### src/logic/ddri_pkg.sv
// Package of constants for the DDR2 power-up initialisation controller
package ddri_pkg;
  localparam int unsigned CLK_MHZ      = 250;
  localparam int unsigned T_STABLE_US  = 200;
  localparam int unsigned T_CKE_NS     = 400;
  localparam int unsigned T_DLL_CLKS   = 200;
  localparam int unsigned STABLE_CYC   = T_STABLE_US * CLK_MHZ;
  localparam int unsigned CKE_CYC      = (T_CKE_NS * CLK_MHZ + 999) / 1000;
  localparam int unsigned REFRESH_CNT  = 2;
  localparam int unsigned CNT_W        = 16;
  localparam int unsigned GAP_DEF      = 32;
  localparam logic [15:0] STABLE_DEF   = 16'hC350;

  localparam int unsigned ADDR_W = 16;
  localparam int unsigned BANK_W = 3;

  // Command code on cs_n, ras_n, cas_n, we_n
  localparam logic [3:0] CMD_NOP   = 4'h7;
  localparam logic [3:0] CMD_PRE   = 4'h2;
  localparam logic [3:0] CMD_REF   = 4'h1;
  localparam logic [3:0] CMD_MRS   = 4'h0;
  localparam logic [3:0] CMD_DESEL = 4'h8;
  localparam logic [3:0] CMD_ACT   = 4'h3;
  localparam logic [3:0] CMD_WR    = 4'h4;
  localparam logic [3:0] CMD_RD    = 4'h5;

  localparam logic [2:0] BANK_MR  = 3'h0;
  localparam logic [2:0] BANK_EM1 = 3'h1;
  localparam logic [2:0] BANK_EM2 = 3'h2;
  localparam logic [2:0] BANK_EM3 = 3'h3;

  localparam int unsigned A_PRE_ALL  = 10;
  localparam int unsigned A_DLL_RST  = 8;
  localparam int unsigned A_TEST     = 7;
  localparam int unsigned A_DLL_DIS  = 0;
  localparam logic [15:0] EM1_OCD_MASK = 16'h0380;

  // Register offsets on APB
  localparam logic [11:0] REG_CTRL   = 12'h000;
  localparam logic [11:0] REG_STATUS = 12'h004;
  localparam logic [11:0] REG_MR     = 12'h008;
  localparam logic [11:0] REG_EMR1   = 12'h00C;
  localparam logic [11:0] REG_GAP    = 12'h010;
  localparam logic [11:0] REG_ACT    = 12'h014;
  localparam logic [11:0] REG_RW     = 12'h018;

  localparam int unsigned CTRL_START = 0;
  localparam int unsigned CTRL_CLKON = 1;
  localparam int unsigned CTRL_OCDSK = 2;
endpackage : ddri_pkg

### src/logic/ddri_ctrl.sv
// DDR2 power-up initialisation controller with APB control
module ddri_ctrl #(
  parameter logic [15:0] STABLE_CYCLES = ddri_pkg::STABLE_DEF
) (
  input  wire logic        sys_clk,
  input  wire logic        rst,
  input  wire logic        psel,
  input  wire logic        penable,
  input  wire logic        pwrite,
  input  wire logic [11:0] paddr,
  input  wire logic [31:0] pwdata,
  output logic      [31:0] prdata,
  output logic             pready,
  output logic             pslverr,
  output logic             mem_clk_en,
  output logic             mem_cke,
  output logic             mem_odt,
  output logic             mem_cs_n,
  output logic             mem_ras_n,
  output logic             mem_cas_n,
  output logic             mem_we_n,
  output logic      [2:0]  mem_ba,
  output logic      [15:0] mem_addr
);
  typedef enum logic [14:0] {
    S_IDLE   = 15'h0001,
    S_STABLE = 15'h0002,
    S_CKE    = 15'h0004,
    S_PRE1   = 15'h0008,
    S_EMR2   = 15'h0010,
    S_EMR3   = 15'h0020,
    S_DLLEN  = 15'h0040,
    S_DLLRST = 15'h0080,
    S_PRE2   = 15'h0100,
    S_REF    = 15'h0200,
    S_MRS    = 15'h0400,
    S_OCDDEF = 15'h0800,
    S_OCDEX  = 15'h1000,
    S_READY  = 15'h2000,
    S_GAP    = 15'h4000
  } ddri_state_e;

  ddri_state_e state_reg, ret_reg;
  logic [2:0]  ctrl;
  logic        start_pulse, act_pulse, rw_pulse;
  logic [15:0] mr_val, emr1_val, gap_val;
  logic [31:0] cmd_word, status;
  logic [1:0]  ref_reg;
  logic [7:0]  dll_cnt_reg;
  logic [7:0]  open_reg;
  logic        load;
  logic [15:0] load_val;
  logic        done;
  logic        err_reg;

  ddri_apb u_apb (
    .sys_clk     (sys_clk),
    .rst         (rst),
    .psel        (psel),
    .penable     (penable),
    .pwrite      (pwrite),
    .paddr       (paddr),
    .pwdata      (pwdata),
    .prdata      (prdata),
    .pready      (pready),
    .pslverr     (pslverr),
    .status      (status),
    .ctrl        (ctrl),
    .start_pulse (start_pulse),
    .mr_val      (mr_val),
    .emr1_val    (emr1_val),
    .gap_val     (gap_val),
    .act_pulse   (act_pulse),
    .rw_pulse    (rw_pulse),
    .cmd_word    (cmd_word)
  );

  ddri_timer u_timer (
    .sys_clk (sys_clk),
    .rst     (rst),
    .load    (load),
    .value   (load_val),
    .done    (done)
  );

  assign status = {16'h0000, open_reg, 5'h00, err_reg,
                   state_reg == S_READY, state_reg != S_IDLE};

  // Timer loads on entry to each wait
  always_comb begin
    load     = 1'b0;
    load_val = gap_val;
    case (state_reg)
      S_IDLE: begin
        load     = start_pulse && ctrl[ddri_pkg::CTRL_CLKON];
        load_val = STABLE_CYCLES;
      end
      S_STABLE: begin
        load     = done;
        load_val = ddri_pkg::CKE_CYC[15:0];
      end
      S_CKE, S_GAP, S_READY: load = 1'b0;
      S_OCDDEF: begin
        load = dll_cnt_reg == 8'h00;
      end
      default: load = 1'b1;
    endcase
  end

  // Count clocks since DLL enable; a slow gap value may cover it already
  always_ff @(posedge sys_clk or posedge rst) begin
    if (rst) begin
      dll_cnt_reg <= 8'h00;
    end else if (state_reg == S_DLLEN) begin
      dll_cnt_reg <= ddri_pkg::T_DLL_CLKS[7:0];
    end else if (dll_cnt_reg != 8'h00) begin
      dll_cnt_reg <= dll_cnt_reg - 8'h01;
    end
  end

  always_ff @(posedge sys_clk or posedge rst) begin
    if (rst) begin
      state_reg <= S_IDLE;
      ret_reg   <= S_IDLE;
      ref_reg   <= 2'h0;
    end else begin
      case (state_reg)
        S_IDLE: if (load) state_reg <= S_STABLE;
        S_STABLE: if (done) state_reg <= S_CKE;
        S_CKE: if (done) state_reg <= S_PRE1;
        S_PRE1: begin state_reg <= S_GAP; ret_reg <= S_EMR2; end
        S_EMR2: begin state_reg <= S_GAP; ret_reg <= S_EMR3; end
        S_EMR3: begin state_reg <= S_GAP; ret_reg <= S_DLLEN; end
        S_DLLEN: begin state_reg <= S_GAP; ret_reg <= S_DLLRST; end
        S_DLLRST: begin state_reg <= S_GAP; ret_reg <= S_PRE2; end
        S_PRE2: begin
          state_reg <= S_GAP;
          ret_reg   <= S_REF;
          ref_reg   <= 2'h0;
        end
        S_REF: begin
          state_reg <= S_GAP;
          ref_reg   <= ref_reg + 2'h1;
          ret_reg   <= (ref_reg + 2'h1 == ddri_pkg::REFRESH_CNT[1:0]) ?
                       S_MRS : S_REF;
        end
        S_MRS: begin
          state_reg <= S_GAP;
          ret_reg   <= ctrl[ddri_pkg::CTRL_OCDSK] ? S_OCDDEF : S_READY;
        end
        S_OCDDEF: if (load) begin
          state_reg <= S_GAP;
          ret_reg   <= S_OCDEX;
        end
        S_OCDEX: begin state_reg <= S_GAP; ret_reg <= S_READY; end
        S_GAP: if (done) state_reg <= ret_reg;
        S_READY: if (start_pulse) state_reg <= S_IDLE;
        default: state_reg <= S_IDLE;
      endcase
    end
  end

  // Clock and clock enable, termination always off
  always_ff @(posedge sys_clk or posedge rst) begin
    if (rst) begin
      mem_clk_en <= 1'b0;
      mem_cke    <= 1'b0;
      mem_odt    <= 1'b0;
    end else begin
      mem_clk_en <= ctrl[ddri_pkg::CTRL_CLKON];
      mem_cke    <= !(state_reg == S_IDLE || state_reg == S_STABLE);
      mem_odt    <= 1'b0;
    end
  end

  // Track open banks so reads and writes are only sent after activate
  always_ff @(posedge sys_clk or posedge rst) begin
    if (rst) begin
      open_reg <= 8'h00;
      err_reg  <= 1'b0;
    end else if (state_reg != S_READY) begin
      open_reg <= 8'h00;
    end else if (act_pulse) begin
      open_reg[cmd_word[18:16]] <= 1'b1;
    end else if (rw_pulse) begin
      if (!open_reg[cmd_word[18:16]]) err_reg <= 1'b1;
      else if (cmd_word[ddri_pkg::A_PRE_ALL])
        open_reg[cmd_word[18:16]] <= 1'b0;
    end
  end

  // Command bus
  always_ff @(posedge sys_clk or posedge rst) begin
    if (rst) begin
      {mem_cs_n, mem_ras_n, mem_cas_n, mem_we_n} <= ddri_pkg::CMD_DESEL;
      mem_ba   <= 3'h0;
      mem_addr <= 16'h0000;
    end else begin
      {mem_cs_n, mem_ras_n, mem_cas_n, mem_we_n} <= ddri_pkg::CMD_NOP;
      mem_ba   <= 3'h0;
      mem_addr <= 16'h0000;
      case (state_reg)
        S_IDLE, S_STABLE: begin
          {mem_cs_n, mem_ras_n, mem_cas_n, mem_we_n} <= ddri_pkg::CMD_DESEL;
        end
        S_PRE1, S_PRE2: begin
          {mem_cs_n, mem_ras_n, mem_cas_n, mem_we_n} <= ddri_pkg::CMD_PRE;
          mem_addr[ddri_pkg::A_PRE_ALL] <= 1'b1;
        end
        S_EMR2: begin
          {mem_cs_n, mem_ras_n, mem_cas_n, mem_we_n} <= ddri_pkg::CMD_MRS;
          mem_ba <= ddri_pkg::BANK_EM2;
        end
        S_EMR3: begin
          {mem_cs_n, mem_ras_n, mem_cas_n, mem_we_n} <= ddri_pkg::CMD_MRS;
          mem_ba <= ddri_pkg::BANK_EM3;
        end
        S_DLLEN, S_OCDEX: begin
          {mem_cs_n, mem_ras_n, mem_cas_n, mem_we_n} <= ddri_pkg::CMD_MRS;
          mem_ba   <= ddri_pkg::BANK_EM1;
          mem_addr <= emr1_val & ~ddri_pkg::EM1_OCD_MASK
                      & 16'h1FFE;
        end
        S_OCDDEF: if (load) begin
          {mem_cs_n, mem_ras_n, mem_cas_n, mem_we_n} <= ddri_pkg::CMD_MRS;
          mem_ba   <= ddri_pkg::BANK_EM1;
          mem_addr <= (emr1_val | ddri_pkg::EM1_OCD_MASK) & 16'h1FFE;
        end
        S_DLLRST, S_MRS: begin
          {mem_cs_n, mem_ras_n, mem_cas_n, mem_we_n} <= ddri_pkg::CMD_MRS;
          mem_ba   <= ddri_pkg::BANK_MR;
          mem_addr <= (mr_val & 16'h0F7F & ~(16'h0001 << ddri_pkg::A_DLL_RST))
                      | ((state_reg == S_DLLRST) ? 16'h0100 : 16'h0000);
        end
        S_REF: begin
          {mem_cs_n, mem_ras_n, mem_cas_n, mem_we_n} <= ddri_pkg::CMD_REF;
        end
        S_READY: begin
          if (act_pulse) begin
            {mem_cs_n, mem_ras_n, mem_cas_n, mem_we_n} <=
              ddri_pkg::CMD_ACT;
            mem_ba   <= cmd_word[18:16];
            mem_addr <= cmd_word[15:0];
          end else if (rw_pulse && open_reg[cmd_word[18:16]]) begin
            // Bit 20 selects write; column burst order is set by MR
            {mem_cs_n, mem_ras_n, mem_cas_n, mem_we_n} <=
              cmd_word[20] ? ddri_pkg::CMD_WR : ddri_pkg::CMD_RD;
            mem_ba   <= cmd_word[18:16];
            mem_addr <= cmd_word[15:0];
          end
        end
        default: ;
      endcase
    end
  end

  cke_low_a: assert property (@(posedge sys_clk) disable iff (rst)
    state_reg == S_STABLE |=> !mem_cke)
    else $error("cke high during power-up wait");
  odt_low_a: assert property (@(posedge sys_clk) disable iff (rst)
    ##1 !mem_odt)
    else $error("odt driven high");
  cke_nop_a: assert property (@(posedge sys_clk) disable iff (rst)
    $rose(mem_cke) |-> {mem_cs_n, mem_ras_n, mem_cas_n, mem_we_n}
      == ddri_pkg::CMD_NOP [*8])
    else $error("command during cke settle time");
  emr2_bank_a: assert property (@(posedge sys_clk) disable iff (rst)
    state_reg == S_EMR2 |=> mem_ba == 3'h2 && !mem_ras_n && !mem_we_n)
    else $error("emr2 bank wrong");
  emr3_bank_a: assert property (@(posedge sys_clk) disable iff (rst)
    state_reg == S_EMR3 |=> mem_ba == 3'h3 && !mem_cas_n)
    else $error("emr3 bank wrong");
  dll_en_a: assert property (@(posedge sys_clk) disable iff (rst)
    state_reg == S_DLLEN |=> mem_addr[9:7] == 3'h0 && !mem_addr[0])
    else $error("dll enable bits wrong");
  dll_rst_a: assert property (@(posedge sys_clk) disable iff (rst)
    state_reg == S_DLLRST |=> mem_addr[8] && mem_ba == 3'h0)
    else $error("dll reset bit missing");
  mrs_final_a: assert property (@(posedge sys_clk) disable iff (rst)
    state_reg == S_MRS |=> !mem_addr[8] && !mem_addr[7])
    else $error("final mode write wrong");
  // Counted apart from the pacing counter so the check does not echo it
  logic [7:0] since_dll_reg;
  logic [3:0] cmd_bus;

  always_ff @(posedge sys_clk or posedge rst) begin
    if (rst) begin
      since_dll_reg <= 8'h00;
    end else if (state_reg == S_DLLEN) begin
      since_dll_reg <= 8'h00;
    end else if (since_dll_reg != 8'hFF) begin
      since_dll_reg <= since_dll_reg + 8'h01;
    end
  end

  assign cmd_bus = {mem_cs_n, mem_ras_n, mem_cas_n, mem_we_n};

  ocd_wait_a: assert property (@(posedge sys_clk) disable iff (rst)
    cmd_bus == ddri_pkg::CMD_MRS && mem_ba == ddri_pkg::BANK_EM1
      && mem_addr[9:7] == 3'h7
    |-> since_dll_reg >= ddri_pkg::T_DLL_CLKS[7:0])
    else $error("ocd default too early");
  cke_idle_a: assert property (@(posedge sys_clk) disable iff (rst)
    state_reg == S_IDLE |=> !mem_cke)
    else $error("cke high before start");
  clk_first_a: assert property (@(posedge sys_clk) disable iff (rst)
    $rose(mem_cke) |-> mem_clk_en)
    else $error("cke raised without clock");
  pre_all_a: assert property (@(posedge sys_clk) disable iff (rst)
    state_reg == S_PRE1 || state_reg == S_PRE2
    |=> cmd_bus == ddri_pkg::CMD_PRE && mem_addr[ddri_pkg::A_PRE_ALL])
    else $error("precharge all wrong");
  ref_cmd_a: assert property (@(posedge sys_clk) disable iff (rst)
    state_reg == S_REF |=> cmd_bus == ddri_pkg::CMD_REF)
    else $error("refresh missing");
  mr_final_bank_a: assert property (@(posedge sys_clk) disable iff (rst)
    state_reg == S_MRS |=> cmd_bus == ddri_pkg::CMD_MRS
      && mem_ba == ddri_pkg::BANK_MR)
    else $error("final mode write not to mode register");
  ocd_exit_a: assert property (@(posedge sys_clk) disable iff (rst)
    state_reg == S_OCDEX |=> mem_ba == ddri_pkg::BANK_EM1
      && mem_addr[9:7] == 3'h0)
    else $error("ocd exit bits wrong");
  mrs_idle_a: assert property (@(posedge sys_clk) disable iff (rst)
    cmd_bus == ddri_pkg::CMD_MRS |-> mem_cke && open_reg == 8'h00)
    else $error("mode write with open bank or cke low");
  gap_nop_a: assert property (@(posedge sys_clk) disable iff (rst)
    state_reg == S_GAP |=> cmd_bus == ddri_pkg::CMD_NOP)
    else $error("command inside init gap");
  rw_closed_a: assert property (@(posedge sys_clk) disable iff (rst)
    state_reg == S_READY && rw_pulse && !open_reg[cmd_word[18:16]]
    |=> cmd_bus == ddri_pkg::CMD_NOP)
    else $error("access sent to closed bank");
endmodule : ddri_ctrl

### src/logic/ddri_timer.sv
// Down-counter that paces waits between initialisation steps
module ddri_timer (
  input  wire logic                    sys_clk,
  input  wire logic                    rst,
  input  wire logic                    load,
  input  wire logic [ddri_pkg::CNT_W-1:0] value,
  output logic                         done
);
  logic [ddri_pkg::CNT_W-1:0] cnt_reg;

  always_ff @(posedge sys_clk or posedge rst) begin
    if (rst) begin
      cnt_reg <= '0;
    end else if (load) begin
      cnt_reg <= value;
    end else if (cnt_reg != '0) begin
      cnt_reg <= cnt_reg - 1'b1;
    end
  end

  // Done must not look at load: the caller derives load from done
  assign done = (cnt_reg == '0);
endmodule : ddri_timer

### src/logic/ddri_apb.sv
// APB slave register file for the initialisation controller
module ddri_apb (
  input  wire logic        sys_clk,
  input  wire logic        rst,
  input  wire logic        psel,
  input  wire logic        penable,
  input  wire logic        pwrite,
  input  wire logic [11:0] paddr,
  input  wire logic [31:0] pwdata,
  output logic      [31:0] prdata,
  output logic             pready,
  output logic             pslverr,
  input  wire logic [31:0] status,
  output logic      [2:0]  ctrl,
  output logic             start_pulse,
  output logic      [15:0] mr_val,
  output logic      [15:0] emr1_val,
  output logic      [15:0] gap_val,
  output logic             act_pulse,
  output logic             rw_pulse,
  output logic      [31:0] cmd_word
);
  logic wr_en;
  logic known;

  assign wr_en = psel && penable && pwrite;
  assign pready = 1'b1;

  always_comb begin
    known = 1'b1;
    prdata = 32'h0000_0000;
    case (paddr)
      ddri_pkg::REG_CTRL:   prdata = {29'h0, ctrl};
      ddri_pkg::REG_STATUS: prdata = status;
      ddri_pkg::REG_MR:     prdata = {16'h0000, mr_val};
      ddri_pkg::REG_EMR1:   prdata = {16'h0000, emr1_val};
      ddri_pkg::REG_GAP:    prdata = {16'h0000, gap_val};
      ddri_pkg::REG_ACT:    prdata = cmd_word;
      ddri_pkg::REG_RW:     prdata = cmd_word;
      default:              known = 1'b0;
    endcase
  end
  assign pslverr = psel && penable && !known;

  always_ff @(posedge sys_clk or posedge rst) begin
    if (rst) begin
      ctrl        <= 3'h0;
      mr_val      <= 16'h0000;
      emr1_val    <= 16'h0000;
      gap_val     <= ddri_pkg::GAP_DEF[15:0];
      start_pulse <= 1'b0;
      act_pulse   <= 1'b0;
      rw_pulse    <= 1'b0;
      cmd_word    <= 32'h0000_0000;
    end else begin
      start_pulse <= 1'b0;
      act_pulse   <= 1'b0;
      rw_pulse    <= 1'b0;
      if (wr_en) begin
        case (paddr)
          ddri_pkg::REG_CTRL: begin
            ctrl        <= pwdata[2:0];
            start_pulse <= pwdata[ddri_pkg::CTRL_START];
          end
          ddri_pkg::REG_MR:   mr_val   <= pwdata[15:0];
          ddri_pkg::REG_EMR1: emr1_val <= pwdata[15:0];
          ddri_pkg::REG_GAP:  gap_val  <= pwdata[15:0];
          ddri_pkg::REG_ACT: begin
            cmd_word  <= pwdata;
            act_pulse <= 1'b1;
          end
          ddri_pkg::REG_RW: begin
            cmd_word <= pwdata;
            rw_pulse <= 1'b1;
          end
          default: ;
        endcase
      end
    end
  end
endmodule : ddri_apb

### config.mk
export PLATFORM = sky130hd
export DESIGN_NAME = ddri_ctrl
export DESIGN_NICKNAME = d
export VERILOG_FILES = /design/src/logic/ddri_pkg.sv /design/src/logic/ddri_ctrl.sv /design/src/logic/ddri_timer.sv /design/src/logic/ddri_apb.sv
export SDC_FILE = /design/constraint.sdc
export NUM_CORES = 1
export LEC_CHECK = 0
export BUFFER_PORTS_ARGS = -buffer_cell sky130_fd_sc_hd__buf_2
export CORE_ASPECT_RATIO = 0.9
export CORE_MARGIN = 4
export CORE_UTILIZATION = 55
export DETAILED_ROUTE_END_ITERATION = 7
export HOLD_SLACK_MARGIN = 0.15
export PLACE_DENSITY = 0.8
export SYNTH_ARGS = -nofsm -noshare
export SYNTH_HDL_FRONTEND = slang
export SYNTH_HIERARCHICAL = 1
export SYNTH_SLANG_ARGS = --single-unit
### constraint.sdc
create_clock -name sys_clk -period 5.33 [get_ports sys_clk]
set_input_delay 1.066 -clock sys_clk [delete_from_list [all_inputs] [get_ports sys_clk]]
set_output_delay 1.066 -clock sys_clk [all_outputs]
set_load 0.05 [all_outputs]
### Word-level counts from Yosys, hierarchy flattened

Cells that the tools add are included.

* reduce and logical (&&, ||, !) cells: 41
* shift-type cells: 0
* multiply operators: 0
* add/sub/neg operators: 3
* bitwise gates (word level): 7
* equality and inequality tests: 30
* order comparisons: 2
* div/mod/pow operators: 0
* multiplexer cells: 57

Operators by type and width (number)
* $pmux 32 s6: 1
* $pmux 15 s10: 1
* $mux 15: 7
* $pmux 15 s7: 1
* $mux 16: 4
* $mux 8: 7
* $pmux 10 s4: 1
* $eq 12x5->1 const B: 3
* $pmux 16 s2: 1
* $eq 12x4->1 const B: 2
* $pmux 5 s4: 1
* $reduce_or 9->1: 2
* $mux 1: 17
* $logic_not 16->1: 1
* $reduce_bool 16->1: 1
* $sub 16x1->16 const B: 1
* $eq 15x1->1 const B: 1
* $eq 15x10->1 const B: 1
* $eq 15x11->1 const B: 1
* $eq 15x12->1 const B: 1
* $eq 15x13->1 const B: 1
* $eq 15x14->1 const B: 1
* $eq 15x15->1 const B: 1
* $eq 15x2->1 const B: 1
* 53 further kinds: 81

* logic and storage cells: 163
* memories kept: 0
* bits in writable memories: 0
* output and inout bits: 60
* bits in read-only memories: 0
* input port bits: 49
* latch bits: 0
* register bits: 176

### Logic depth before layout (Yosys ltp)

Gate-level depths: netlist of the first run.

* depth after elaboration: 11
* depth in mapped cells: 11
* depth with buffers taken out: 9

### Modules after synthesis

The synthesis of the first run kept the hierarchy.

By module, submodules not included
* ddri_apb: sequential area each 2153.3 um2, cells each 310, area an instance 4176.5 um2, instances 1
* ddri_ctrl: sequential area each 1755.4 um2, cells each 365, area an instance 3594.7 um2, instances 1
* ddri_timer: sequential area each 400.4 um2, cells each 108, area an instance 982.2 um2, instances 1

### Worst setup path after synthesis of the first run

No wires, ideal clock.

* kind: in2out
* start point: input port paddr[2]
* end point: output port prdata[10]
* stages: 6
* path buffers: 2
* arrival: 2.977 ns
* slack: 1.287 ns
* required time: 4.264 ns
* cell sequence: clkbuf_1 -> nor3b_1 -> and2_1 -> clkbuf_1 -> a22oi_1 -> o22ai_1

* cells in the longest elaborated chain, start to end: 3
* elaborated cells between the ends (all ways): 9
* those cells by class: 6 x eq/ne; 1 x mux; 2 x reduce/logical

RTL lines
* from (decl): line ddri_ctrl.sv:10 `input wire logic [11:0] paddr,`
* $eq 12x5->1: line ddri_apb.sv:32 `case (paddr)`
* $reduce_or 2->1 (no line)
* $pmux 32 s6 (*): line ddri_apb.sv:32
* to (decl): line ddri_ctrl.sv:12 `output logic [31:0] prdata,`

Every way passes the cells marked *; elsewhere a longest branch is shown, timed or not.

### Worst setup path after layout of the first run

* start point: register state_reg[8]
* end point: output port prdata[1]

* cells in the longest elaborated chain, start to end: 2

RTL lines
* from (decl): line ddri_ctrl.sv:43 `ddri_state_e state_reg, ret_reg;`
* from (signal assigned): line ddri_ctrl.sv:156 `S_GAP: if (done) state_reg <= ret_reg;`
* $eq 15x14->1: line ddri_ctrl.sv:87 `state_reg == S_READY, state_reg != S_IDLE};`
* $pmux 32 s6: line ddri_apb.sv:32

Every way passes these cells.

==> results of run 1 <==
area by class of cell:
type | count | area, um2 | area share
clock buffer | 19 | 452.9 | 0.04497
multi-input combinational | 567 | 4250 | 0.4220
clock inverter | 13 | 127.6 | 0.01267
tap | 202 | 252.7 | 0.02510
inverter | 19 | 72.57 | 0.007206
sequential | 172 | 4309 | 0.4279
timing repair buffer | 116 | 605.6 | 0.06013
logic make-up (layout without fill, tap and decap cells):
kind of cell / Yosys count / in the layout / share of synthesized area
AOI/OAI and AO/OA: 159 / 159 / 0.1382
xor gates and xnor gates: 21 / 21 / 0.02101
adders and majority gates: 4 / 4 / 0.005718
buffers and inverters: 65 / 167 / 0.03245
DFF: 172 / 172 / 0.4923
muxes: 105 / 105 / 0.1399
other: 2 / 23 / 0.0008580
and+or+nand+nor: 255 / 255 / 0.1695
layer usage:
| metal | share of wire | routed length [um] |
|---|---|---|
| met1 | 0.43 | 9733 |
| met2 | 0.46 | 10450 |
| met3 | 0.089 | 2007 |
| met4 | 0.019 | 432 |
| met5 | 0.00057 | 13 |
placed cells by master (no fill, tap or decap), types with 7 or more instances in the layout:
cell / n
a21o_1: 10
a21oi_1: 10
a22o_1: 24
a22oi_1: 34
a31oi_1: 7
and2_1: 21
and3_1: 7
buf_2: 106
buf_4: 10
clkbuf_16: 17
conb_1: 23
dfrtp_1: 168
inv_1: 15
mux2_2: 86
mux2_4: 10
nand2_1: 59
nand3_1: 24
nor2_1: 38
nor2b_1: 7
nor3_1: 19
nor4_1: 13
nor4b_1: 7
o21ai_0: 8
o22ai_1: 16
o31ai_1: 9
or4_1: 10
xnor2_1: 10
xor2_1: 11
critical path, stage by stage (launching register included):
cell and delay [ns]:
dfrtp_1 0.53, nor4_2 0.64, nand2_1 0.20, or2_2 0.49, clkinv_1 0.43, mux2i_1 0.13, nor2_1 0.14, a221oi_1 0.07
o2bb2ai_1 0.17, buf_2 0.29
power by group:
group	internal, mW	switching [mW]
clock network	0.644	0.566
logic	0.125	0.171
registers	1.36	0.0725
total	2.13	0.810
final timing paths:
| kind | endpoint | slack (ns) | depth (start not counted) |
|---|---|---|---|
| max in group asynchronous | u_apb/cmd_word[24] | 3.52 | 3 |
| min reg2reg | ret_reg[4] | 0.47 | 1 |
| min | ret_reg[4] | 0.47 | 1 |
| max | prdata[1] | 0.73 | 9 |
| min in group asynchronous | mem_addr[11] | 0.58 | 2 |
| max reg2reg | u_timer/cnt_reg[15] | 2.01 | 8 |
==> results list, run 1 <==
* Status: completed
- First-pass GRT wire length: 36.16 mm
- Once the clock tree was built, the setup fixing pass inserted 0 buffers.
* Total routing usage reported by global routing: 0.2551
- Clock-pin slew reported for the worst setup and hold paths after clock tree synthesis: around 0.070 ns
- In the synthesized netlist the async set-or-reset flop fraction comes to 1.000.
* Max capacitance violation total: 0
* Avg Vias per Cell: between 6 and 7
* Wire length after detailed routing: 22.64 mm
- Final worst path period share: 0.8639
- In this run the deepest clock path goes through 2 buffers.
- Largest cells by area after synthesis: dfrtp_1, mux2_2, a22oi_1, nand2_1, a22o_1
* Cell with the most instances after synthesis: dfrtp_1
- Iteration-0 DRC count of the detailed router: between 700 and 800
- Iteration count of the initial detailed-routing pass: 5
- Startpoint class of the critical path: flip-flop
- For this run, the register share of the synthesized area comes to 0.4923.
- The floorplan has between 40 and 50 rows.
- Setup violation total in the final timing report: 0
- Across all setup checks in the final design, the least slack found is a little over 0.7 ns.
- For this design the ratio of total power to cell area is about 290 nW/um2.
* Final standard cell count with taps included and fillers excluded: around 1100
- The share of synthesized area in the top cell type comes to 0.4803.
* Cts bufs inserted: 17
- The number of hold buffers added after CTS was 0.
- The count of final max-slew check failures is 0.
- The final layout contains 946 nets.
- Of the cells placed in the final design, the portion with a size suffix greater than 1 is 0.3079.
* CTS tree: built
- RSZ-0062 raised after global routing: no
- Slew at the pin closest to its max-slew limit: 1.112 ns
- The initial antenna violation count was 1.
* # placed instances: ~1100
- Among all flip-flop cells after synthesis, the most frequent one is dfrtp_1.
* Number of global-route vias before repair: ~6600
- For this run, global-route usage on met3 was measured as 0.06826.
- The synthesized design contains approximately 170 register bits.
- The die covers between 15000 and 20000 um2.
- Count of inserted antenna diode cells: 0
- Overall overflow remaining after global route: 0
* Total power draw: 2.941 mW
* Horizontal die dimension: ~140 um
* Worst Setup SP: state_reg[8]
- The netlist uses 76 different library cells.
* Half-perimeter wire length after detailed placement: about 16 mm
- For the worst-skew pair, the clock arrives at the later sink with an insertion delay of around 0.43 ns.
* Path type of the worst min-delay path: reg2reg
* Fill cells: approximately 1200
* Largest register FFs: 32
- Minimum period implied by the final worst setup slack: 4.605 ns
- The synthesized design spends more area on one cell type than any other, namely dfrtp_1.
* Htree depth: 4
- The tree built by TritonCTS fans out to ~170 sinks.
- The worst-case IR drop observed on VDD is roughly 0.00025 V.
* Average cell area after synthesis: 11.18 um2
- Once the clock tree was built, the resizer swapped 0 gates to a different size.
- Total via count after detailed routing: 6981
- For this run, global-route usage on met2 was measured as 0.3868.
- Required time reported for the critical path endpoint: 4.26 ns
- The worst register-to-register path begins at state_reg[8].
- In this run, synthesis inferred 0 flip-flops with an integrated enable.
- Area added between synthesis and finish: 15.05%
- DRC errors left: 0
- GR peak layer: met2
- STA classifies the critical path endpoint as an output pin.
- The finished cells cover about 10000 um2.
* CTS Root Buffer Type: clkbuf_16
* Starting density of the core: 0.5649
* Total leakage power: ~5 nW
- The die is 127.7 um tall.
- For the final routed database, the setup TNS stands at 0 ns.
- On the final layout, the worst hold slack is about 0.47 ns.
- Final core utilization: 0.6500
* Number of hold violations in the final report: 0
- Cell area after synthesis: 8753 um2
* Ys Warns: 6
* Area after detailed placement: between 9000 and 10000 um2
- The critical path is of the reg2out type.
* Worst slew slack as a fraction of its limit: 0.2544
- The congestion estimate from routability-driven global placement came to 0.9588.
* Beginning of the worst hold path: ret_reg[4]
- Pin placement for this block handled between 100 and 150 I/O pins.
- Dividing the detail-routed wire length by the instance count gives 20.43 um.
* Timing-limited maximum frequency: between 200 and 250 MHz
- By count the netlist is led by dfrtp_1, mux2_2, nand2_1.
- Register name with the most flops: u_apb/cmd_word
- After technology mapping, the gate count stands at between 700 and 800.
- Number of routed nets with antenna violations: 0
- Met1 Resource Use GR: 0.3634
- Post-placement worst setup slack: between 1 and 1.5 ns
* Number of I/O port buffers: 106
- Pin count of the biggest net entering global routing: 63
- In this run the worst path has a maximum fanout of 19.
- Across the routed clock network, the largest skew measured is 0.009713 ns.
* Area of the core: between 15000 and 20000 um2
- Data on the critical path arrives at its endpoint at between 3 and 4 ns.
No activity file was read; power rests on OpenSTA's default activity.
==> inputs of run 2 (changes only) <==
--- a/config.mk
+++ b/config.mk
@@ -12,6 +12,7 @@
 export DETAILED_ROUTE_END_ITERATION = 7
 export HOLD_SLACK_MARGIN = 0.15
 export PLACE_DENSITY = 0.8
+export RECOVER_POWER = 25
 export SYNTH_ARGS = -nofsm -noshare
 export SYNTH_HDL_FRONTEND = slang
 export SYNTH_HIERARCHICAL = 1
==> results list, run 2 (same netlist as run 1, synthesis figures left out) <==
- Register name with the most flops: u_apb/cmd_word
- Leading cell types in the layout, fill and taps excluded: dfrtp_1, buf_2, mux2_2
- In this run the clock root is driven by a clkbuf_16.
- In this run the worst setup path begins at state_reg[8].
- CTS tree: built
- First-pass GRT wire length: 36.16 mm (unchanged)
* Minimum period implied by the final worst setup slack: 4.559 ns (-0.04585 ns)
- The count of port buffers added during placement was 106 (unchanged).
* Total leakage power: 4.985 nW (-0.18%)
- The pin slew with the least headroom to its limit came to 3.318 ns (+2.205 ns).
- The instance area after placement was 9490 um2 (unchanged).
- The utilization after layout is 0.6496 (about the same).
* Nature of the critical path endpoint: output pin
* Wire length after detailed routing: 22.61 mm (-0.13%)
* Worst path arrival time: 3.49 ns (-0.05 ns)
* GR peak layer: met2
- The number of buffers created by CTS came to 17 (unchanged).
* Die height: 127.7 um (unchanged)
- Beginning of the worst hold path: ret_reg[4]
* Boundary pin count: 109 (unchanged)
* Crit path buf inv count: 2 (unchanged)
- The number of sinks on the clock net came to 172 (unchanged).
- The die boundary width is 141.0 um (unchanged).
* Largest register FFs: 32 (unchanged)
- The met2 layer usage reported by global route is 0.3868 (unchanged).
- The core area came to 15490 um2 (unchanged).
- The worst vdd rail ir drop is 0.0002465 V (-0.30%).
- The initial antenna violation count came to 1 (unchanged).
- Post-CTS setup-driven buffer insertion count: 0 (unchanged)
* Seq pwr share: 0.488 (about the same)
- The clock slew at the register clock pins of the worst setup and hold paths came to 0.07 ns (about the same).
- The filler cell count in the final layout came to 1227 (+0.16%).
- The net switching power of the design is 0.8073 mW (-0.30%).
* # resized after CTS: 0 (unchanged)
- Crit path cell chain: nor4_2 > nand2_1 > or2_2 > clkinv_1 > mux2i_1 > nor2_1 > a221oi_1 > o2bb2ai_1 > buf_2
- The row count came to 43 (unchanged).
- Startpoint class of the critical path: flip-flop
- DRC errors left: 0 (unchanged)
- The met3 track demand over resource in global routing is 0.06826 (unchanged).
- The share of the cycle needed by the critical path after routing is 0.8553 (-0.008603).
- The total power of the final layout was 2.938 mW (about the same).
- Half-perimeter wire length after detailed placement: 15.79 mm (unchanged)
* Average wire per standard cell: 20.41 um (-0.13%)
- Required time reported for the critical path endpoint: 4.26 ns (about the same)
* Critical path fanouts, max: 19 (unchanged)
- The number of optimization iterations in the first detailed-route pass is 5 (unchanged).
* Gate family responsible for the most delay along the worst path: simple AND/OR/NAND/NOR gates
- Area added between synthesis and finish: 14.99% (about the same)
- Leaving out fill and tap cells, the most frequent cell in the layout is dfrtp_1.
- The via count of the first global-routing pass came to 6620 (unchanged).
* Part of the power in combinational logic: 0.100 (about the same)
- The via total after detailed routing was 6965 (-0.23%).
- The worst slew margin relative to its limit came to -1.212 (-1.466).
- RSZ-0062 raised after global routing: no
- Master of the slowest instance on the critical path: nor4_2
* Finished layout cell area: 10070 um2 (about the same)
- The remaining number of nets flagged by the antenna check after routing was 0 (unchanged).
- Iteration-0 DRC count of the detailed router: 712 (-4.7%)
- Path type of the worst min-delay path: reg2reg
* Final hold slack: 0.4693 ns (-0.00001300 ns)
- P per Cell Area: 291.9 nW/um2 (about the same)
- The proportion of total power due to net switching is 0.2748 (-0.0005720).
- The share of power burned in the clock network came to 0.412 (about the same).
- Overall overflow remaining after global route: 0 (unchanged)
* Sum of negative setup slack: 0 ns (unchanged)
* Floorplan die area: 18000 um2 (unchanged)
* Pin count of the biggest net entering global routing: 63 (unchanged)
- Count of inserted antenna diode cells: 0 (unchanged)
- Share of post-route cells with drive strength above 1: 0.3046 (-0.003311)
* Setup violation total in the final timing report: 0 (unchanged)
- Worst skew pair latency: 0.43 ns (about the same)
* Hold buffers post-CTS: 0 (unchanged)
- Skew final: 0.009046 ns (-0.0006674 ns)
* Max capacitance violation total: 2 (+2)
* Htree depth: 4 (unchanged)
- Timing-limited maximum frequency: 219.4 MHz (+1.0%)
- By startpoint and endpoint, the worst setup path is classified as reg2out.
- Highest cell delay on the worst timing path: 0.64 ns (about the same)
- Pins over their slew limit: 111 (+111)
- The combined global-route utilization of all metal layers is 0.2551 (unchanged).
* Internal power: 2.131 mW (about the same)
- Status: complete, but fails checks
- The number of failing hold endpoints at the final stage is 0 (unchanged).
- Number of nets in the layout: 946 (unchanged)
* Routability-driven placement congestion ratio: 0.9588 (unchanged)
* Met1 Resource Use GR: 0.3634 (unchanged)
* Violated checks: capacitance limit, slew limit
* Clock Tree Buf Depth: 2 (unchanged)
- The worst register-to-register path begins at state_reg[8].
- The via density per instance was 6.286 (-0.23%).
- Starting density of the core: 0.5649 (unchanged)
==> run 2: cell types whose count changed in the layout (fill, tap and decap cells not counted) <==
cell,before,now
buf_2,106,105
clkinvlp_2,0,1
inv_1,15,16
clkbuf_1,0,2
buf_4,10,9
inv_2,1,0
clkinv_2,2,1
==> run 2: worst paths after layout <==
kind,end,slack (ns),cells after the start
worst max-delay path,prdata[1],0.77,9
worst min-delay path,ret_reg[4],0.47,1
worst max register to register,u_timer/cnt_reg[15],2.02,8
worst min register to register,ret_reg[4],0.47,1
max in group asynchronous,ref_reg[0],1.16,3
min in group asynchronous,mem_addr[14],0.66,2
==> run 2: power groups by stage <==
stage / registers (mW) / logic, mW / clock network (mW)
after floorplan: 1.43 / 0.226 / 0
after global placement: 1.45 / 0.285 / 0
after detailed placement: 1.46 / 0.291 / 0
after CTS: 1.43 / 0.293 / 1.23
after global routing: 1.44 / 0.326 / 1.28
final: 1.43 / 0.293 / 1.21
==> run 2: final cells by class <==
cell class / count / area, um2 / share of cell area
flip-flops and latches: 172 / 4309 / 0.4281
inverters: 19 / 72.57 / 0.007209
well taps: 202 / 252.7 / 0.02511
repair buffers: 116 / 600.6 / 0.05966
clock inverters: 13 / 127.6 / 0.01268
multi-input cells: 567 / 4250 / 0.4223
clock buffers: 19 / 452.9 / 0.04500
==> run 2: routing by layer <==
layer  routed length (um)  share of wire
met1                 9776           0.43
met2                10360           0.46
met3                 2025          0.090
met4                  431          0.019
met5                   13        0.00057
==> run 2: stage by stage <==
step,worst slack [ns],std cells
floorplan,1.287,804
global placement,1.378,1076
detailed placement,1.299,1076
CTS,0.8409,1108
global route,0.3748,1108
finish,0.7711,1108
==> inputs of run 3 (changes only) <==
--- a/config.mk
+++ b/config.mk
@@ -6,14 +6,13 @@
 export NUM_CORES = 1
 export LEC_CHECK = 0
 export BUFFER_PORTS_ARGS = -buffer_cell sky130_fd_sc_hd__buf_2
-export CORE_ASPECT_RATIO = 0.9
+export CORE_ASPECT_RATIO = 0.7
 export CORE_MARGIN = 4
 export CORE_UTILIZATION = 55
 export DETAILED_ROUTE_END_ITERATION = 7
 export HOLD_SLACK_MARGIN = 0.15
-export PLACE_DENSITY = 0.8
+export PLACE_DENSITY = 0.81
 export RECOVER_POWER = 25
 export SYNTH_ARGS = -nofsm -noshare
 export SYNTH_HDL_FRONTEND = slang
-export SYNTH_HIERARCHICAL = 1
 export SYNTH_SLANG_ARGS = --single-unit
==> results list, run 3 <==
* Cell accounting for the most synthesized area: dfrtp_1
- Ys Warns: 0 (-6)
- Internal power: 2.195 mW (+3.0%)
- Total leakage power: 4.810 nW (-3.5%)
* Clock Tree Buf Depth: 2 (unchanged)
* Seq pwr share: 0.482 (-0.006)
* FF/Latch Area: 4309 um2 (unchanged)
- The filler-free cell count of the finished design came to 1023 (-7.7%).
- RSZ-0062 raised after global routing: no
- Worst path arrival time: 3.40 ns (-0.09 ns)
- The clock slew at the register clock pins of the worst setup and hold paths is 0.06 ns (about the same).
* Post-Synth Adder-Cell Area: 0.006043 (+0.0003257)
* Routability-driven placement congestion ratio: 0.9524 (-0.67%)
- Horizontal die dimension: 154.7 um (+9.7%)
* Post-synth ARST share: 1.000 (unchanged)
- In the synthesized netlist, the cells that appear most often are dfrtp_1, mux2_2, nand2_1.
- Beginning of the worst hold path: ret_reg[5]
* Largest cells by area after synthesis: dfrtp_1, mux2_2, and2_1, nand2_1, a22oi_1
- Sum of negative setup slack: 0 ns (unchanged)
- Post-Syn Nets: between 700 and 800
* Max capacitance violation total: 0 (-2)
- The pin slew with the least headroom to its limit was 1.135 ns (-2.183 ns).
- The flow ran to the end, and the final reports show no timing, DRC or antenna violations.
* Count of cell types in the netlist: 71 (-6.6%)
- The share of the cycle needed by the critical path after routing was 0.8381 (-0.01727).
- The filler cell count in the final layout was 1131 (-7.8%).
- Cts bufs inserted: 17 (unchanged)
- The mean post-synth cell area is 11.39 um2 (+1.9%).
- The mux cell area share after synthesis is 0.1278 (-0.01212).
- CTS Root Buffer Type: clkbuf_16
* Number of routed nets with antenna violations: 0 (unchanged)
- The proportion of total power due to net switching was 0.2626 (-0.01221).
- The row count was 37 (-14%).
- Worst vdd rail ir drop: 0.0002077 V (-16%)
- The worst hold slack was 0.4710 ns (+0.001701 ns).
- Among all flip-flop cells after synthesis, the most frequent one is dfrtp_1.
- By area, the combinational part of the netlist is dominated by simple AND/OR/NAND/NOR gates.
- The worst clock skew was 0.009919 ns (+0.0008735 ns).
- Number of flops mapped to enable cells by yosys: 0 (unchanged)
* # resized after CTS: 0 (unchanged)
- The DRC violation total after the first TritonRoute iteration came to 535 (-25%).
* Floorplan die area: 17120 um2 (-4.9%)
* Htree depth: 4 (unchanged)
- Leading cell types in the layout, fill and taps excluded: dfrtp_1, buf_2, mux2_2
- The post-synthesis cell area was 8282 um2 (-5.4%).
- Number of instances in the synthesized netlist: 727 (-7.2%)
* Worst skew pair latency: 0.43 ns (about the same)
- The initial antenna violation count is 0 (-1).
- The core area is 14720 um2 (-5.0%).
* Number of I/O port buffers: 106 (unchanged)
- Boundary pin count: 109 (unchanged)
- The combined global-route utilization of all metal layers was 0.2576 (+0.002491).
- Yosys instantiated no cell more often than dfrtp_1.
- Nature of the critical path endpoint: output pin
- Setup violation total in the final timing report: 0 (unchanged)
* Share of post-route cells with drive strength above 1: 0.3104 (+0.005751)
* Overall overflow remaining after global route: 0 (unchanged)
* Simple-gate share of the synthesized area: 0.1663 (-0.003186)
- DRC errors left: 0 (unchanged)
- The count of final max-slew check failures came to 0 (-100%).
- Average wire per standard cell: 21.39 um (+4.8%)
- The via total after detailed routing was 6432 (-7.7%).
* Number of hold violations in the final report: 0 (unchanged)
- The share of power burned in the clock network was 0.423 (+0.011).
- Compound-gate portion of the synthesized area: 0.1289 (-0.009350)
- Worst slew slack as a fraction of its limit: 0.2432 (+1.455)
- Hold buffers post-CTS: 0 (unchanged)
- Required time reported for the critical path endpoint: 4.26 ns (about the same)
- Iteration count of the initial detailed-routing pass: 5 (unchanged)
- The startpoint identified for the worst register-to-register timing path is state_reg[9].
- Avg Vias per Cell: 6.287 (about the same)
- The area growth from synthesis to layout was 14.96% (about the same).
- The cell area power density is 312.6 nW/um2 (+7.1%).
- The effective utilization at floorplan is 0.5626 (-0.002369).
- Critical path fanouts, max: 11 (-8)
- First-pass GRT wire length: 35.35 mm (-2.2%)
- The total placed cells including tap cells was 991 (-7.9%).
- Kind of critical path: in2out
- NetSw: 0.7815 mW (-3.2%)
- The cell area after layout is 9520 um2 (-5.4%).
* Timing-limited maximum frequency: 223.9 MHz (+2.1%)
* Number of global-route vias before repair: 6596 (-0.36%)
- The number of sinks on the clock net was 172 (unchanged).
- Part of the power in combinational logic: 0.096 (-0.004)
- Final core utilization: 0.6467 (-0.002935)
* Worst Setup SP: paddr[9]
* Die height: 110.7 um (-13%)
* Post-CTS setup-driven buffer insertion count: 0 (unchanged)
- Register name with the most flops: u_apb.cmd_word
- TritonCTS built the clock tree.
* Area after detailed placement: 8927 um2 (-5.9%)
- Startpoint class of the critical path: input port
- Pin count of the biggest net entering global routing: 173 (+170%)
- The number of register bits inferred by synthesis is 172 (unchanged).
- Count of inserted antenna diode cells: 0 (unchanged)
- The total routed wirelength came to 21.88 mm (-3.2%).
- Half-perimeter wire length after detailed placement: 14.84 mm (-6.0%)
* Minimum period implied by the final worst setup slack: 4.467 ns (-0.09206 ns)
- Share of synthesized area occupied by flip-flops and latches: 0.5203 (+0.02804)
- The multi-input logic area was 3741 um2 (-12%).
- Path type of the worst min-delay path: reg2reg
- The parity-gate share of the synthesized area counting xor and xnor cells was 0.02009 (-0.0009183).
- Leaving out fill and tap cells, the most frequent cell in the layout is dfrtp_1.
- Number of nets in the layout: 868 (-8.2%)
- Portion of synthesized cell area occupied by the leading cell type: 0.5076 (+0.02736)
* Largest register FFs: 32 (unchanged)
==> run 3: changes by cell type after synthesis, moves of 8 or more <==
cell	previous run	this run
a22oi_1	34	21
mux2_4	10	0
a222oi_1	0	8
o22ai_1	16	1
a22o_1	24	14
a21o_1	10	19
a21oi_1	10	19
o21ai_1	0	11
nand2_1	59	47
inv_1	17	9
nor2_1	38	28
and2_1	21	33
==> run 3: area by class of cell <==
type                            instances  area share
Sequential cell                       172      0.4526
Multi-Input combinational cell        502      0.3930
Timing Repair Buffer                  113     0.06243
Clock buffer                           18     0.04613
Tap cell                              195     0.02563
Clock inverter                         14     0.01656
Inverter                                9    0.003680
==> run 3: kinds of logic after synthesis <==
| kind of cell | after synthesis |
|---|---|
| and+or+nand+nor | 237 |
| DFF | 172 |
| xor gates and xnor gates | 19 |
| AOI/OAI and AO/OA | 145 |
| buffers and inverters | 53 |
| adders and majority gates | 4 |
| muxes | 95 |
| other | 2 |
==> run 3: worst paths after layout <==
path                       slack, ns                  to  cells past startpoint
min in group asynchronous       0.92           mem_ba[0]                      3
hold reg to reg                 0.47          ret_reg[5]                      1
hold / removal                  0.47          ret_reg[5]                      1
setup / recovery                0.86           prdata[2]                      7
max in group asynchronous       3.76  u_apb.cmd_word[14]                      3
setup reg to reg                1.84  u_timer.cnt_reg[7]                      6
==> run 3: routing by layer <==
layer / part of all wire / routed length [um] / vias to the layer above / GRT usage
met4: 0.017 / 377 / 0 / 0.06353
met3: 0.081 / 1773 / 39 / 0.05735
met1: 0.43 / 9411 / 3210 / 0.3674
met5: 0 / 0 / - / 0
li1: - / - / 2873 / -
met2: 0.47 / 10320 / 310 / 0.4049
==> run 3: worst max-delay path: stages <==
cell,delay (ns)
buf_2,0.10
nor4_1,0.53
nand3_1,0.30
nor2_1,0.76
a22oi_1,0.17
nand3_1,0.19
buf_2,0.28
==> run 3: through the flow <==
| stage | total power [mW] | setup slack, ns |
|---|---|---|
| final | 2.976 | 0.8632 |
| after global routing | 3.090 | 0.7192 |
| after CTS | 2.983 | 0.9655 |
| after detailed placement | 1.733 | 0.9679 |
| after global placement | 1.704 | 1.075 |
| after floorplan | 1.640 | 1.370 |
==> run 3: power by group through the flow <==
stage,combinational [mW],clock [mW],sequential (mW)
after global placement,0.256,0,1.45
after CTS,0.284,1.27,1.43
final,0.284,1.26,1.43
after detailed placement,0.280,0,1.45
after global routing,0.326,1.32,1.44
after floorplan,0.204,0,1.44
